===== src/shared/dstg_regs.vh =====
`ifndef DSTG_REGS_VH
`define DSTG_REGS_VH

// Register byte offsets on the Avalon-MM slave
`define DSTG_OFS_CTRL      5'h00
`define DSTG_OFS_PITCH_A   5'h04
`define DSTG_OFS_PITCH_B   5'h08
`define DSTG_OFS_BURST     5'h0C
`define DSTG_OFS_STATUS    5'h10

// Control register fields
`define DSTG_CTRL_RUN      0
`define DSTG_CTRL_KEYPAD   1
`define DSTG_CTRL_SEL_LO   2
`define DSTG_CTRL_SEL_HI   3
`define DSTG_CTRL_CODE_LO  4
`define DSTG_CTRL_CODE_HI  7
`define DSTG_CTRL_CNT_LO   8
`define DSTG_CTRL_CNT_HI   11
`define DSTG_CTRL_RESET    32'h0000_0000

// Source select encodings
`define DSTG_SEL_A         2'h0
`define DSTG_SEL_B         2'h1
`define DSTG_SEL_MIX       2'h2
`define DSTG_SEL_RAMP      2'h3

// Burst time fields and range
`define DSTG_ON_LO         0
`define DSTG_ON_HI         7
`define DSTG_OFF_LO        8
`define DSTG_OFF_HI        15
`define DSTG_BURST_RESET   32'h0000_0000
`define DSTG_UNITS_MAX     8'hC8

// Beep timing: 10 ms steps, 40 MHz clock
`define DSTG_BEEP_STEP_MS  10
`define DSTG_CLK_MHZ       40
`define DSTG_STEP_CYCLES   (`DSTG_BEEP_STEP_MS * 1000 * `DSTG_CLK_MHZ)

// Keypad pitch words, 12000 divisor family
`define DSTG_K12_R697      16'h0EDF
`define DSTG_K12_R770      16'h106D
`define DSTG_K12_R852      16'h122D
`define DSTG_K12_R941      16'h1413
`define DSTG_K12_C1209     16'h19CB
`define DSTG_K12_C1336     16'h1C80
`define DSTG_K12_C1477     16'h1F82
`define DSTG_K12_C1633     16'h22D6

// Keypad pitch words, 11025 divisor family
`define DSTG_K11_R697      16'h102F
`define DSTG_K11_R770      16'h11E1
`define DSTG_K11_R852      16'h13C9
`define DSTG_K11_R941      16'h15DA
`define DSTG_K11_C1209     16'h1C13
`define DSTG_K11_C1336     16'h1F06
`define DSTG_K11_C1477     16'h224C
`define DSTG_K11_C1633     16'h25EB

`endif


===== src/verilog/dstg_sine_src.v =====
`timescale 1ns/1ps
`default_nettype none

module dstg_sine_src (
   // Clock and reset
   input  wire        ref_clk,
   input  wire        rst,
   // Control
   input  wire        enable,
   input  wire        sample_tick,
   input  wire        ramp_mode,
   input  wire [15:0] pitch,
   // Amplitude
   output reg  [15:0] amp_r
);

   reg  [15:0] phase_r;
   wire [15:0] table_phase;
   wire [14:0] x;
   wire [15:0] x_c;
   wire [30:0] prod;
   wire [15:0] mag;

   // Ramp mode walks half a sine from trough to crest per period
   assign table_phase = ramp_mode ?
                        ({1'b0, phase_r[15:1]} + 16'hC000) : phase_r;
   assign x    = table_phase[14:0];
   assign x_c  = 16'h8000 - {1'b0, x};
   // Parabolic half-wave; cheaper than a table, within a few percent
   assign prod = {16'h0000, x} * {15'h0000, x_c};
   assign mag  = (prod[30:13] > 18'h0_7FFF) ? 16'h7FFF : prod[28:13];

   // Phase accumulates once per sample and wraps modulo 2^16
   always @(posedge ref_clk or posedge rst) begin
      if (rst) begin
         phase_r <= 16'h0000;
         amp_r   <= 16'h0000;
      end else if (!enable) begin
         phase_r <= 16'h0000; // Restart at zero phase for a clean onset
         amp_r   <= 16'h0000;
      end else if (sample_tick) begin
         phase_r <= phase_r + pitch;
         amp_r   <= table_phase[15] ? (16'h0000 - mag) : mag;
      end
   end

endmodule // dstg_sine_src

`default_nettype wire


===== src/verilog/dstg_period_timer.v =====
`timescale 1ns/1ps
`default_nettype none

module dstg_period_timer #(
   parameter UNIT_CYCLES = 400000
) (
   // Clock and reset
   input  wire       ref_clk,
   input  wire       rst,
   // Control
   input  wire       load,
   input  wire [7:0] units,
   // Expiry
   output reg        done_r
);

   localparam integer UNIT_LAST_I = UNIT_CYCLES - 1;
   localparam [18:0]  UNIT_LAST   = UNIT_LAST_I[18:0];

   reg [18:0] pre_r;
   reg [7:0]  left_r;
   reg        busy_r;

   // Prescaler makes 10 ms steps, step counter counts the period
   always @(posedge ref_clk or posedge rst) begin
      if (rst) begin
         pre_r  <= 19'h0_0000;
         left_r <= 8'h00;
         busy_r <= 1'b0;
         done_r <= 1'b0;
      end else begin
         done_r <= 1'b0;
         if (load) begin
            pre_r  <= 19'h0_0000;
            left_r <= units;
            busy_r <= 1'b1;
         end else if (busy_r) begin
            if (pre_r == UNIT_LAST) begin
               pre_r <= 19'h0_0000;
               if (left_r <= 8'h01) begin
                  busy_r <= 1'b0;
                  done_r <= 1'b1;
               end else begin
                  left_r <= left_r - 8'h01;
               end
            end else begin
               pre_r <= pre_r + 19'h0_0001;
            end
         end
      end
   end

endmodule // dstg_period_timer

`default_nettype wire


===== src/verilog/dstg_top.v =====
// The address map and the Avalon-MM interface to the registers were left to the implementer.
`timescale 1ns/1ps
`include "dstg_regs.vh"
`default_nettype none

// Overview of operation
// - Two independent sine sources, each tuned by its own 16-bit pitch word.
// - Pitch word is 2^16*f/12000 for the 8 to 96 kHz rate family.
// - Pitch word is 2^16*f/11025 for the 11.025 kHz rate family.
// - Each pitch word is two byte fields, upper bits 15:8, lower 7:0.
// - Output comes from source A, source B or their combination.
// - Source select value 3 produces an S-shaped ramp instead of sine.
// - Keypad enable drives both sources with the keypad tone pair.
// - Row tone on source B, column tone on source A, per keypad code.
// - Burst count gives 1,2,3,4,8,16,32 beeps or continuous on 110/111.
// - Beep on period programmable from 10 ms to 2 s.
// - Beep off period programmable from 10 ms to 2 s.
// - Setting run starts tone generation; clearing it requests a halt.
// - Halt waits for end of beep cycle, or zero crossing if continuous.
// - Run bit clears itself when the programmed beeps are done.
// - Scaling and limit follow the output-path sample rate; here only the keypad pitch words follow rate_family_11k.
module dstg_top #(
   parameter STEP_CYCLES = `DSTG_STEP_CYCLES
) (
   // Clock and reset
   input  wire        ref_clk,
   input  wire        rst,
   // Avalon-MM slave
   input  wire [4:0]  avs_address,
   input  wire        avs_read,
   input  wire        avs_write,
   input  wire [31:0] avs_writedata,
   input  wire [3:0]  avs_byteenable,
   output reg  [31:0] avs_readdata,
   output wire        avs_waitrequest,
   // Output sample timing
   input  wire        sample_tick,
   input  wire        rate_family_11k,
   // Tone output to the mixer
   output reg  [15:0] tone_sample,
   output reg         tone_valid,
   output wire        tone_active
);

   // Sequencer states
   localparam [1:0] ST_IDLE = 2'b00;
   localparam [1:0] ST_ON   = 2'b01;
   localparam [1:0] ST_OFF  = 2'b10;

   // Bus handshake
   reg         ack_r;
   wire        wr_en;
   wire        rd_take;
   reg  [31:0] rd_mux;

   // Software fields
   reg         run_r;
   reg         run_nxt;
   reg         keypad_en_r;
   reg  [1:0]  src_sel_r;
   reg  [3:0]  key_code_r;
   reg  [3:0]  burst_cnt_r;
   reg  [15:0] pitch_a_r;
   reg  [15:0] pitch_b_r;
   reg  [7:0]  on_time_r;
   reg  [7:0]  off_time_r;

   // Sequencer
   reg  [1:0]  state_r;
   reg  [1:0]  state_nxt;
   reg  [5:0]  beeps_r;
   reg  [5:0]  beeps_nxt;
   reg  [5:0]  target;
   reg         hw_clear;
   reg         tmr_load;
   reg  [7:0]  tmr_units;
   wire        tmr_done;
   wire        continuous;
   wire [7:0]  on_units;
   wire [7:0]  off_units;

   // Sources and mix
   reg  [1:0]  key_row;
   reg  [1:0]  key_col;
   reg  [15:0] row_word;
   reg  [15:0] col_word;
   wire [31:0] src_pitch;
   wire [31:0] src_amp;
   wire        running;
   wire        ramp_on;
   reg         tick_d_r;
   reg  [15:0] mix;
   wire [16:0] sum_ab;
   reg         prev_sign_r;
   wire        zero_cross;

   // Answer one cycle after a request; read data are registered
   assign avs_waitrequest = (avs_read | avs_write) & ~ack_r;
   assign wr_en   = avs_write & ack_r;
   assign rd_take = avs_read & ~ack_r;

   always @(posedge ref_clk or posedge rst) begin
      if (rst) begin
         ack_r <= 1'b0;
      end else begin
         ack_r <= (avs_read | avs_write) & ~ack_r;
      end
   end

   // Read multiplexer; unmapped offsets read as zero
   always @* begin
      rd_mux = 32'h0000_0000;
      case (avs_address)
         `DSTG_OFS_CTRL: begin
            rd_mux[`DSTG_CTRL_RUN]    = run_r;
            rd_mux[`DSTG_CTRL_KEYPAD] = keypad_en_r;
            rd_mux[`DSTG_CTRL_SEL_HI:`DSTG_CTRL_SEL_LO]   = src_sel_r;
            rd_mux[`DSTG_CTRL_CODE_HI:`DSTG_CTRL_CODE_LO] = key_code_r;
            rd_mux[`DSTG_CTRL_CNT_HI:`DSTG_CTRL_CNT_LO]   = burst_cnt_r;
         end
         `DSTG_OFS_PITCH_A: rd_mux[15:0] = pitch_a_r;
         `DSTG_OFS_PITCH_B: rd_mux[15:0] = pitch_b_r;
         `DSTG_OFS_BURST: begin
            rd_mux[`DSTG_ON_HI:`DSTG_ON_LO]   = on_time_r;
            rd_mux[`DSTG_OFF_HI:`DSTG_OFF_LO] = off_time_r;
         end
         `DSTG_OFS_STATUS: begin
            rd_mux[1:0]  = state_r;
            rd_mux[13:8] = beeps_r;
         end
         default: rd_mux = 32'h0000_0000;
      endcase
   end

   always @(posedge ref_clk or posedge rst) begin
      if (rst) begin
         avs_readdata <= 32'h0000_0000;
      end else if (rd_take) begin
         avs_readdata <= rd_mux;
      end
   end

   // Run bit: a software write beats a same-cycle self clear
   always @* begin
      run_nxt = run_r;
      if (hw_clear) begin
         run_nxt = 1'b0;
      end
      if (wr_en && avs_address == `DSTG_OFS_CTRL && avs_byteenable[0]) begin
         run_nxt = avs_writedata[`DSTG_CTRL_RUN];
      end
   end

   // Software writable fields, byte lanes honoured
   always @(posedge ref_clk or posedge rst) begin
      if (rst) begin
         run_r       <= 1'b0;
         keypad_en_r <= 1'b0;
         src_sel_r   <= `DSTG_SEL_A;
         key_code_r  <= 4'h0;
         burst_cnt_r <= 4'h0;
         pitch_a_r   <= 16'h0000;
         pitch_b_r   <= 16'h0000;
         on_time_r   <= 8'h00;
         off_time_r  <= 8'h00;
      end else begin
         run_r <= run_nxt;
         if (wr_en) begin
            case (avs_address)
               `DSTG_OFS_CTRL: begin
                  if (avs_byteenable[0]) begin
                     keypad_en_r <= avs_writedata[`DSTG_CTRL_KEYPAD];
                     src_sel_r   <=
                        avs_writedata[`DSTG_CTRL_SEL_HI:`DSTG_CTRL_SEL_LO];
                     key_code_r  <=
                        avs_writedata[`DSTG_CTRL_CODE_HI:`DSTG_CTRL_CODE_LO];
                  end
                  if (avs_byteenable[1]) begin
                     burst_cnt_r <=
                        avs_writedata[`DSTG_CTRL_CNT_HI:`DSTG_CTRL_CNT_LO];
                  end
               end
               `DSTG_OFS_PITCH_A: begin
                  if (avs_byteenable[0]) begin
                     pitch_a_r[7:0] <= avs_writedata[7:0];
                  end
                  if (avs_byteenable[1]) begin
                     pitch_a_r[15:8] <= avs_writedata[15:8];
                  end
               end
               `DSTG_OFS_PITCH_B: begin
                  if (avs_byteenable[0]) begin
                     pitch_b_r[7:0] <= avs_writedata[7:0];
                  end
                  if (avs_byteenable[1]) begin
                     pitch_b_r[15:8] <= avs_writedata[15:8];
                  end
               end
               `DSTG_OFS_BURST: begin
                  if (avs_byteenable[0]) begin
                     on_time_r <= avs_writedata[`DSTG_ON_HI:`DSTG_ON_LO];
                  end
                  if (avs_byteenable[1]) begin
                     off_time_r <= avs_writedata[`DSTG_OFF_HI:`DSTG_OFF_LO];
                  end
               end
               default: begin
                  run_r <= run_nxt; // Unmapped writes are dropped
               end
            endcase
         end
      end
   end

   // Burst count decode; bit 3 set with a count code means 32
   assign continuous = (burst_cnt_r[2:1] == 2'b11);
   always @* begin
      case (burst_cnt_r[2:0])
         3'b000:  target = 6'd1;
         3'b001:  target = 6'd2;
         3'b010:  target = 6'd3;
         3'b011:  target = 6'd4;
         3'b100:  target = 6'd8;
         3'b101:  target = 6'd16;
         default: target = 6'd0;
      endcase
      if (burst_cnt_r[3] && !continuous) begin
         target = 6'd32;
      end
   end

   // Field value n gives (n+1) steps of 10 ms, clamped to 2 s
   assign on_units  = (on_time_r >= `DSTG_UNITS_MAX - 8'h01) ?
                      `DSTG_UNITS_MAX : on_time_r + 8'h01;
   assign off_units = (off_time_r >= `DSTG_UNITS_MAX - 8'h01) ?
                      `DSTG_UNITS_MAX : off_time_r + 8'h01;

   // Beep sequencer: on period, then off period, repeat
   always @* begin
      state_nxt = state_r;
      beeps_nxt = beeps_r;
      hw_clear  = 1'b0;
      tmr_load  = 1'b0;
      tmr_units = on_units;
      case (state_r)
         ST_IDLE: begin
            if (run_r) begin
               state_nxt = ST_ON;
               beeps_nxt = 6'd0;
               tmr_load  = 1'b1;
            end
         end
         ST_ON: begin
            if (continuous && !run_r && zero_cross) begin
               state_nxt = ST_IDLE;
            end else if (tmr_done) begin
               state_nxt = ST_OFF;
               tmr_load  = 1'b1;
               tmr_units = off_units;
            end
         end
         ST_OFF: begin
            if (continuous && !run_r) begin
               state_nxt = ST_IDLE;
            end else if (tmr_done) begin
               beeps_nxt = beeps_r + 6'd1;
               if (!continuous && (beeps_r + 6'd1 == target)) begin
                  state_nxt = ST_IDLE;
                  hw_clear  = 1'b1;
               end else if (!run_r) begin
                  state_nxt = ST_IDLE;
               end else begin
                  state_nxt = ST_ON;
                  tmr_load  = 1'b1;
               end
            end
         end
         default: begin
            state_nxt = ST_IDLE;
         end
      endcase
   end

   always @(posedge ref_clk or posedge rst) begin
      if (rst) begin
         state_r <= ST_IDLE;
         beeps_r <= 6'd0;
      end else begin
         state_r <= state_nxt;
         beeps_r <= beeps_nxt;
      end
   end

   dstg_period_timer #(
      .UNIT_CYCLES (STEP_CYCLES)
   ) u_timer (
      .ref_clk (ref_clk),
      .rst     (rst),
      .load    (tmr_load),
      .units   (tmr_units),
      .done_r  (tmr_done)
   );

   // Keypad code to row and column
   always @* begin
      case (key_code_r)
         4'h1: begin key_row = 2'd0; key_col = 2'd0; end
         4'h2: begin key_row = 2'd0; key_col = 2'd1; end
         4'h3: begin key_row = 2'd0; key_col = 2'd2; end
         4'hA: begin key_row = 2'd0; key_col = 2'd3; end
         4'h4: begin key_row = 2'd1; key_col = 2'd0; end
         4'h5: begin key_row = 2'd1; key_col = 2'd1; end
         4'h6: begin key_row = 2'd1; key_col = 2'd2; end
         4'hB: begin key_row = 2'd1; key_col = 2'd3; end
         4'h7: begin key_row = 2'd2; key_col = 2'd0; end
         4'h8: begin key_row = 2'd2; key_col = 2'd1; end
         4'h9: begin key_row = 2'd2; key_col = 2'd2; end
         4'hC: begin key_row = 2'd2; key_col = 2'd3; end
         4'hE: begin key_row = 2'd3; key_col = 2'd0; end
         4'h0: begin key_row = 2'd3; key_col = 2'd1; end
         4'hF: begin key_row = 2'd3; key_col = 2'd2; end
         default: begin key_row = 2'd3; key_col = 2'd3; end
      endcase
   end

   // Keypad pitch words scaled for the output-path rate family
   always @* begin
      case ({rate_family_11k, key_row})
         3'b000:  row_word = `DSTG_K12_R697;
         3'b001:  row_word = `DSTG_K12_R770;
         3'b010:  row_word = `DSTG_K12_R852;
         3'b011:  row_word = `DSTG_K12_R941;
         3'b100:  row_word = `DSTG_K11_R697;
         3'b101:  row_word = `DSTG_K11_R770;
         3'b110:  row_word = `DSTG_K11_R852;
         default: row_word = `DSTG_K11_R941;
      endcase
      case ({rate_family_11k, key_col})
         3'b000:  col_word = `DSTG_K12_C1209;
         3'b001:  col_word = `DSTG_K12_C1336;
         3'b010:  col_word = `DSTG_K12_C1477;
         3'b011:  col_word = `DSTG_K12_C1633;
         3'b100:  col_word = `DSTG_K11_C1209;
         3'b101:  col_word = `DSTG_K11_C1336;
         3'b110:  col_word = `DSTG_K11_C1477;
         default: col_word = `DSTG_K11_C1633;
      endcase
   end

   // Keypad overrides software pitch: column on A, row on B
   assign src_pitch[15:0]  = keypad_en_r ? col_word : pitch_a_r;
   assign src_pitch[31:16] = keypad_en_r ? row_word : pitch_b_r;
   assign running = (state_r != ST_IDLE);
   assign ramp_on = (src_sel_r == `DSTG_SEL_RAMP) && !keypad_en_r;

   // Two independent sources; phases run through the off period too
   genvar g;
   generate
      for (g = 0; g < 2; g = g + 1) begin : g_src
         dstg_sine_src u_src (
            .ref_clk     (ref_clk),
            .rst         (rst),
            .enable      (running),
            .sample_tick (sample_tick),
            .ramp_mode   (ramp_on && (g == 0)),
            .pitch       (src_pitch[16*g+15:16*g]),
            .amp_r       (src_amp[16*g+15:16*g])
         );
      end
   endgenerate

   // Source selection; keypad always sums both tones
   assign sum_ab = {src_amp[15], src_amp[15:0]} +
                   {src_amp[31], src_amp[31:16]};
   always @* begin
      if (keypad_en_r) begin
         mix = sum_ab[16:1];
      end else begin
         case (src_sel_r)
            `DSTG_SEL_A:   mix = src_amp[15:0];
            `DSTG_SEL_B:   mix = src_amp[31:16];
            `DSTG_SEL_MIX: mix = sum_ab[16:1];
            default:       mix = src_amp[15:0];
         endcase
      end
   end

   // Sign change or exact zero on a fresh sample counts as crossing
   assign zero_cross = tick_d_r &&
                       ((mix == 16'h0000) || (mix[15] != prev_sign_r));

   // Output sample one cycle after the sources update
   always @(posedge ref_clk or posedge rst) begin
      if (rst) begin
         tick_d_r    <= 1'b0;
         prev_sign_r <= 1'b0;
         tone_sample <= 16'h0000;
         tone_valid  <= 1'b0;
      end else begin
         tick_d_r   <= sample_tick;
         tone_valid <= tick_d_r;
         if (tick_d_r) begin
            prev_sign_r <= mix[15];
            // Next state gates it, so a halt at a crossing leaves zero held
            tone_sample <= (state_nxt == ST_ON) ? mix : 16'h0000;
         end
      end
   end

   assign tone_active = running;

endmodule // dstg_top

`default_nettype wire


===== config.mk =====
export PLATFORM = sky130hd
export DESIGN_NAME = dstg_top
export DESIGN_NICKNAME = d
export VERILOG_FILES = /design/src/verilog/dstg_sine_src.v /design/src/verilog/dstg_period_timer.v /design/src/verilog/dstg_top.v
export VERILOG_INCLUDE_DIRS = /design/src /design/src/shared
export SDC_FILE = /design/constraint.sdc
export NUM_CORES = 2
export LEC_CHECK = 0
export ABC_AREA = 0
export BUFFER_PORTS_ARGS = -buffer_cell sky130_fd_sc_hd__buf_2
export CELL_PAD_IN_SITES_DETAIL_PLACEMENT = 1
export CELL_PAD_IN_SITES_GLOBAL_PLACEMENT = 2
export CORE_ASPECT_RATIO = 1.2
export CORE_UTILIZATION = 41
export DETAILED_ROUTE_END_ITERATION = 8
export GPL_TIMING_DRIVEN = 0
export PLACE_DENSITY_LB_ADDON = 0.2
export SYNTH_ARGS = -nofsm -noshare
export SYNTH_HDL_FRONTEND = slang
export SYNTH_SLANG_ARGS = --single-unit

===== constraint.sdc =====
create_clock -name ref_clk -period 13.8 [get_ports ref_clk]
set_input_delay 2.07 -clock ref_clk [delete_from_list [all_inputs] [get_ports ref_clk]]
set_output_delay 2.07 -clock ref_clk [all_outputs]
set_load 0.05 [all_outputs]

==> summary.md <==
| Metric | Value |
|---|---|
| WS Path Type | register to register |
| Vias in the first global route | 27.0k |
| Top_reg_cell synth | dfrtp_1 |
| Setup bufs post-CTS | 0 |
| Synth Cell Area | 0.0296 mm² |
| Number of synthesis warnings | 0 |
| CTS root buffer | clkbuf_16 |
| Clk sinks | 197 |
| Number of fillers in the final layout | 8519 |
| Core ar. | 0.0712 mm² |
| Max-cap violations | 0 |
| Largest net degree at the start of global routing | 116 |
| Status | complete, but fails checks |
| Port bufs | 63 |
| Worst Min Path Start | avs_readdata[0]$_DFFE_PP0P_ |
| Placement Rows | 107 |
| IO Pins | 98 |
| Final nets | 4192 |
| Final Skew | 0.0146 ns |
| Post-synth top area cell | fa_1 |
| DIE WIDTH | 247 µm |
| Critical path peak fanout | 13 |
| Worst slew pin tran | 1.31 ns |
| Worst setup EP type | register |
| Vias per cell | 5.49 |
| GRT Total Usage | 0.272 |
| Most frequent cell after synthesis | inv_1 |
| Final Hold Fails | 0 |
| Area growth, synth to finish | 7.67% |
| HPWL after DPL | 80.4 mm |
| # setup viols final | 0 |
| Hold buffer count at CTS | 0 |
| Commonest cells in the netlist | inv_1, fa_1, nor2_1 |
| GP Congestion | 0.925 |
| Non-filler cells, final | 4450 |
| Layout cells sized above 1 | 0.0724 |
| H-tree depth | 4 |
| Failing checks | DRC |
| Critical path arrival | 13.38 ns |
| Post-synth EDFFs | 0 |
| Critical path's most frequent cell | fa_1 |
| Vias | 24.4k |
| Delay of the slowest cell on the worst path | 0.56 ns |
| Initial antenna violation count | 1 |
| Slowest-stage cell, CP | fa_1 |
| CTS tree | done |
| Async set-or-reset flop fraction in the synthesized netlist | 1.00 |
| Dpl cells | 4421 |
| Gr ovfl total | 0 |
| Clk slew on worst S/H paths | 0.08 ns |
| CTS Buffer Depth | 2 |
| Fin crit period | 13.07 ns |
| DR WL/cell | 21.8 µm |
| Die Span Y | 296 µm |
| Clock Latency Late Sink | 0.48 ns |
| Startpoint types | register |
| DRC viols | 4 |
| Count of cell types in the netlist | 90 |
| HP Class | register to register |
| Final WL | 96.9 mm |
| Cells after Synth | 3387 |
| Worst EP required | 14.12 ns |
| Syn Area/Cell | 8.74 µm² |
| Detail Route Antenna Nets | 0 |
| Die area | 0.0733 mm² |
| Detailed Routing Iterations Pass 1 | 7 |
| R2R Path Start | keypad_en_r$_DFFE_PP0P_ |
| First-pass GRT wire length | 153 mm |
| Seq/Total Area, Yosys | 0.167 |
| Area contributors post-synth | fa_1, dfrtp_1, ha_1 |
| Proportion of netlist area held by the largest area contributor | 0.243 |
| Worst slew margin | 0.0998 |
| Slew Viols, Final | 0 |
| CTS Buf Count | 17 |
| Initial core utilization | 0.415 |
| FF+latch count, synth | 197 |
| Tcrit/Tclk final | 0.947 |
| DR iter-0 viols | 1115 |
| Critical path launch point | keypad_en_r$_DFFE_PP0P_ |
| Max Clock Freq | 76.5 MHz |
==> routing by layer <==
metal	up-vias	share of wire	track usage
li1	11300	-	-
met1	12600	0.39	0.311
met2	385	0.54	0.518
met3	162	0.025	0.0221
met4	0	0.039	0.110
met5	-	0	0
==> cells in the final DEF, fill, tap and decap left out, types with 17 or more instances in the layout <==
cell type	instances
conb_1	46
ha_1	274
nor2_1	345
nand4_1	24
xor2_1	33
dfrtp_1	197
mux2_2	75
nor3_1	45
a21oi_1	143
a21o_1	28
mux2i_1	52
nand2_1	200
clkbuf_1	128
o211ai_1	19
a31oi_1	22
o22ai_1	22
clkbuf_16	17
fa_1	359
or2_2	22
nor2b_1	87
nand3_1	45
nand2b_1	187
and3_1	29
buf_2	70
and2_1	39
nor4_1	17
inv_1	488
or3_1	23
xnor2_1	56
o21ai_0	139
==> worst max-delay path, delay by kind of cell, from the launching register on <==
kind	cells	cell delay, ns
and+or+nand+nor	14	3.53
AOI/OAI and AO/OA	8	1.76
DFF	1	0.44
muxes	1	0.24
buffers and inverters	11	2.78
adders and majority gates	10	4.12
==> stage by stage <==
| step | util | hold slack [ns] | setup TNS (ns) | instance area, µm² | setup WS (ns) |
|---|---|---|---|---|---|
| global route | 0.447 | 0.514 | -0.0184 | 31900 | -0.0184 |
| CTS | 0.447 | 0.488 | 0 | 31900 | 0.157 |
| global placement | 0.438 | 0.465 | -0.981 | 31200 | -0.391 |
| floorplan | - | 0.392 | 0 | 29800 | 3.24 |
| detailed placement | 0.439 | 0.469 | -1.73 | 31300 | -0.516 |
| finish | 0.447 | 0.485 | 0 | 31900 | 0.733 |
==> state kept, by name (all words and copies together) (netlist names), 2 cells and up <==
register and flops:
avs_readdata 16, pitch_a_r 16, g_src.u_src.amp_r 32, on_time_r 8, g_src.u_src.phase_r 32, pitch_b_r 16, off_time_r 8, u_timer.left_r 8
src_sel_r 2, tone_sample 16, u_timer.pre_r 19, key_code_r 4, state_r 2, beeps_r 6, burst_cnt_r 4
==> final cells by class <==
cell class / count / area [µm²] / share of cell area
antenna: 1 / 2.50 / 0.0000785
buffer: 168 / 718 / 0.0225
clock buffer: 18 / 429 / 0.0135
clock inverter: 14 / 155 / 0.00487
inverter: 493 / 1860 / 0.0584
multi-input combinational: 2569 / 22300 / 0.699
sequential: 197 / 4930 / 0.155
tap: 926 / 1160 / 0.0364
timing repair buffer: 64 / 343 / 0.0108
==> path summary, 6_finish.rpt <==
| path | end | slack (ns) | cells after the start |
|---|---|---|---|
| worst max-delay path | g_src[0].u_src.amp_r[14]$_DFFE_PP0P_ | 0.73 | 44 |
| worst min-delay path | avs_readdata[0]$_DFFE_PP0P_ | 0.48 | 2 |
| worst max register to register | g_src[0].u_src.amp_r[14]$_DFFE_PP0P_ | 0.73 | 44 |
| worst min register to register | avs_readdata[0]$_DFFE_PP0P_ | 0.48 | 2 |
| max in group asynchronous | tone_sample[2]$_DFFE_PP0P_ | 11.11 | 3 |
| min in group asynchronous | u_timer.pre_r[5]$_DFFE_PP0P_ | 1.71 | 2 |
==> timing repair <==
item	CTS	global route
gates cloned	0	0
setup endpoints to repair	6	6
gates resized for setup	4	7
==> cell families after synthesis <==
logic type	share of synthesized area
xor gates and xnor gates	0.0263
buffers and inverters	0.0869
AOI/OAI and AO/OA	0.120
other	0.000254
and+or+nand+nor	0.191
DFF	0.167
muxes	0.0495
adders and majority gates	0.360
Power is not shown: default switching activity piles up to over one toggle a cycle in this logic, so the estimate is an artifact.
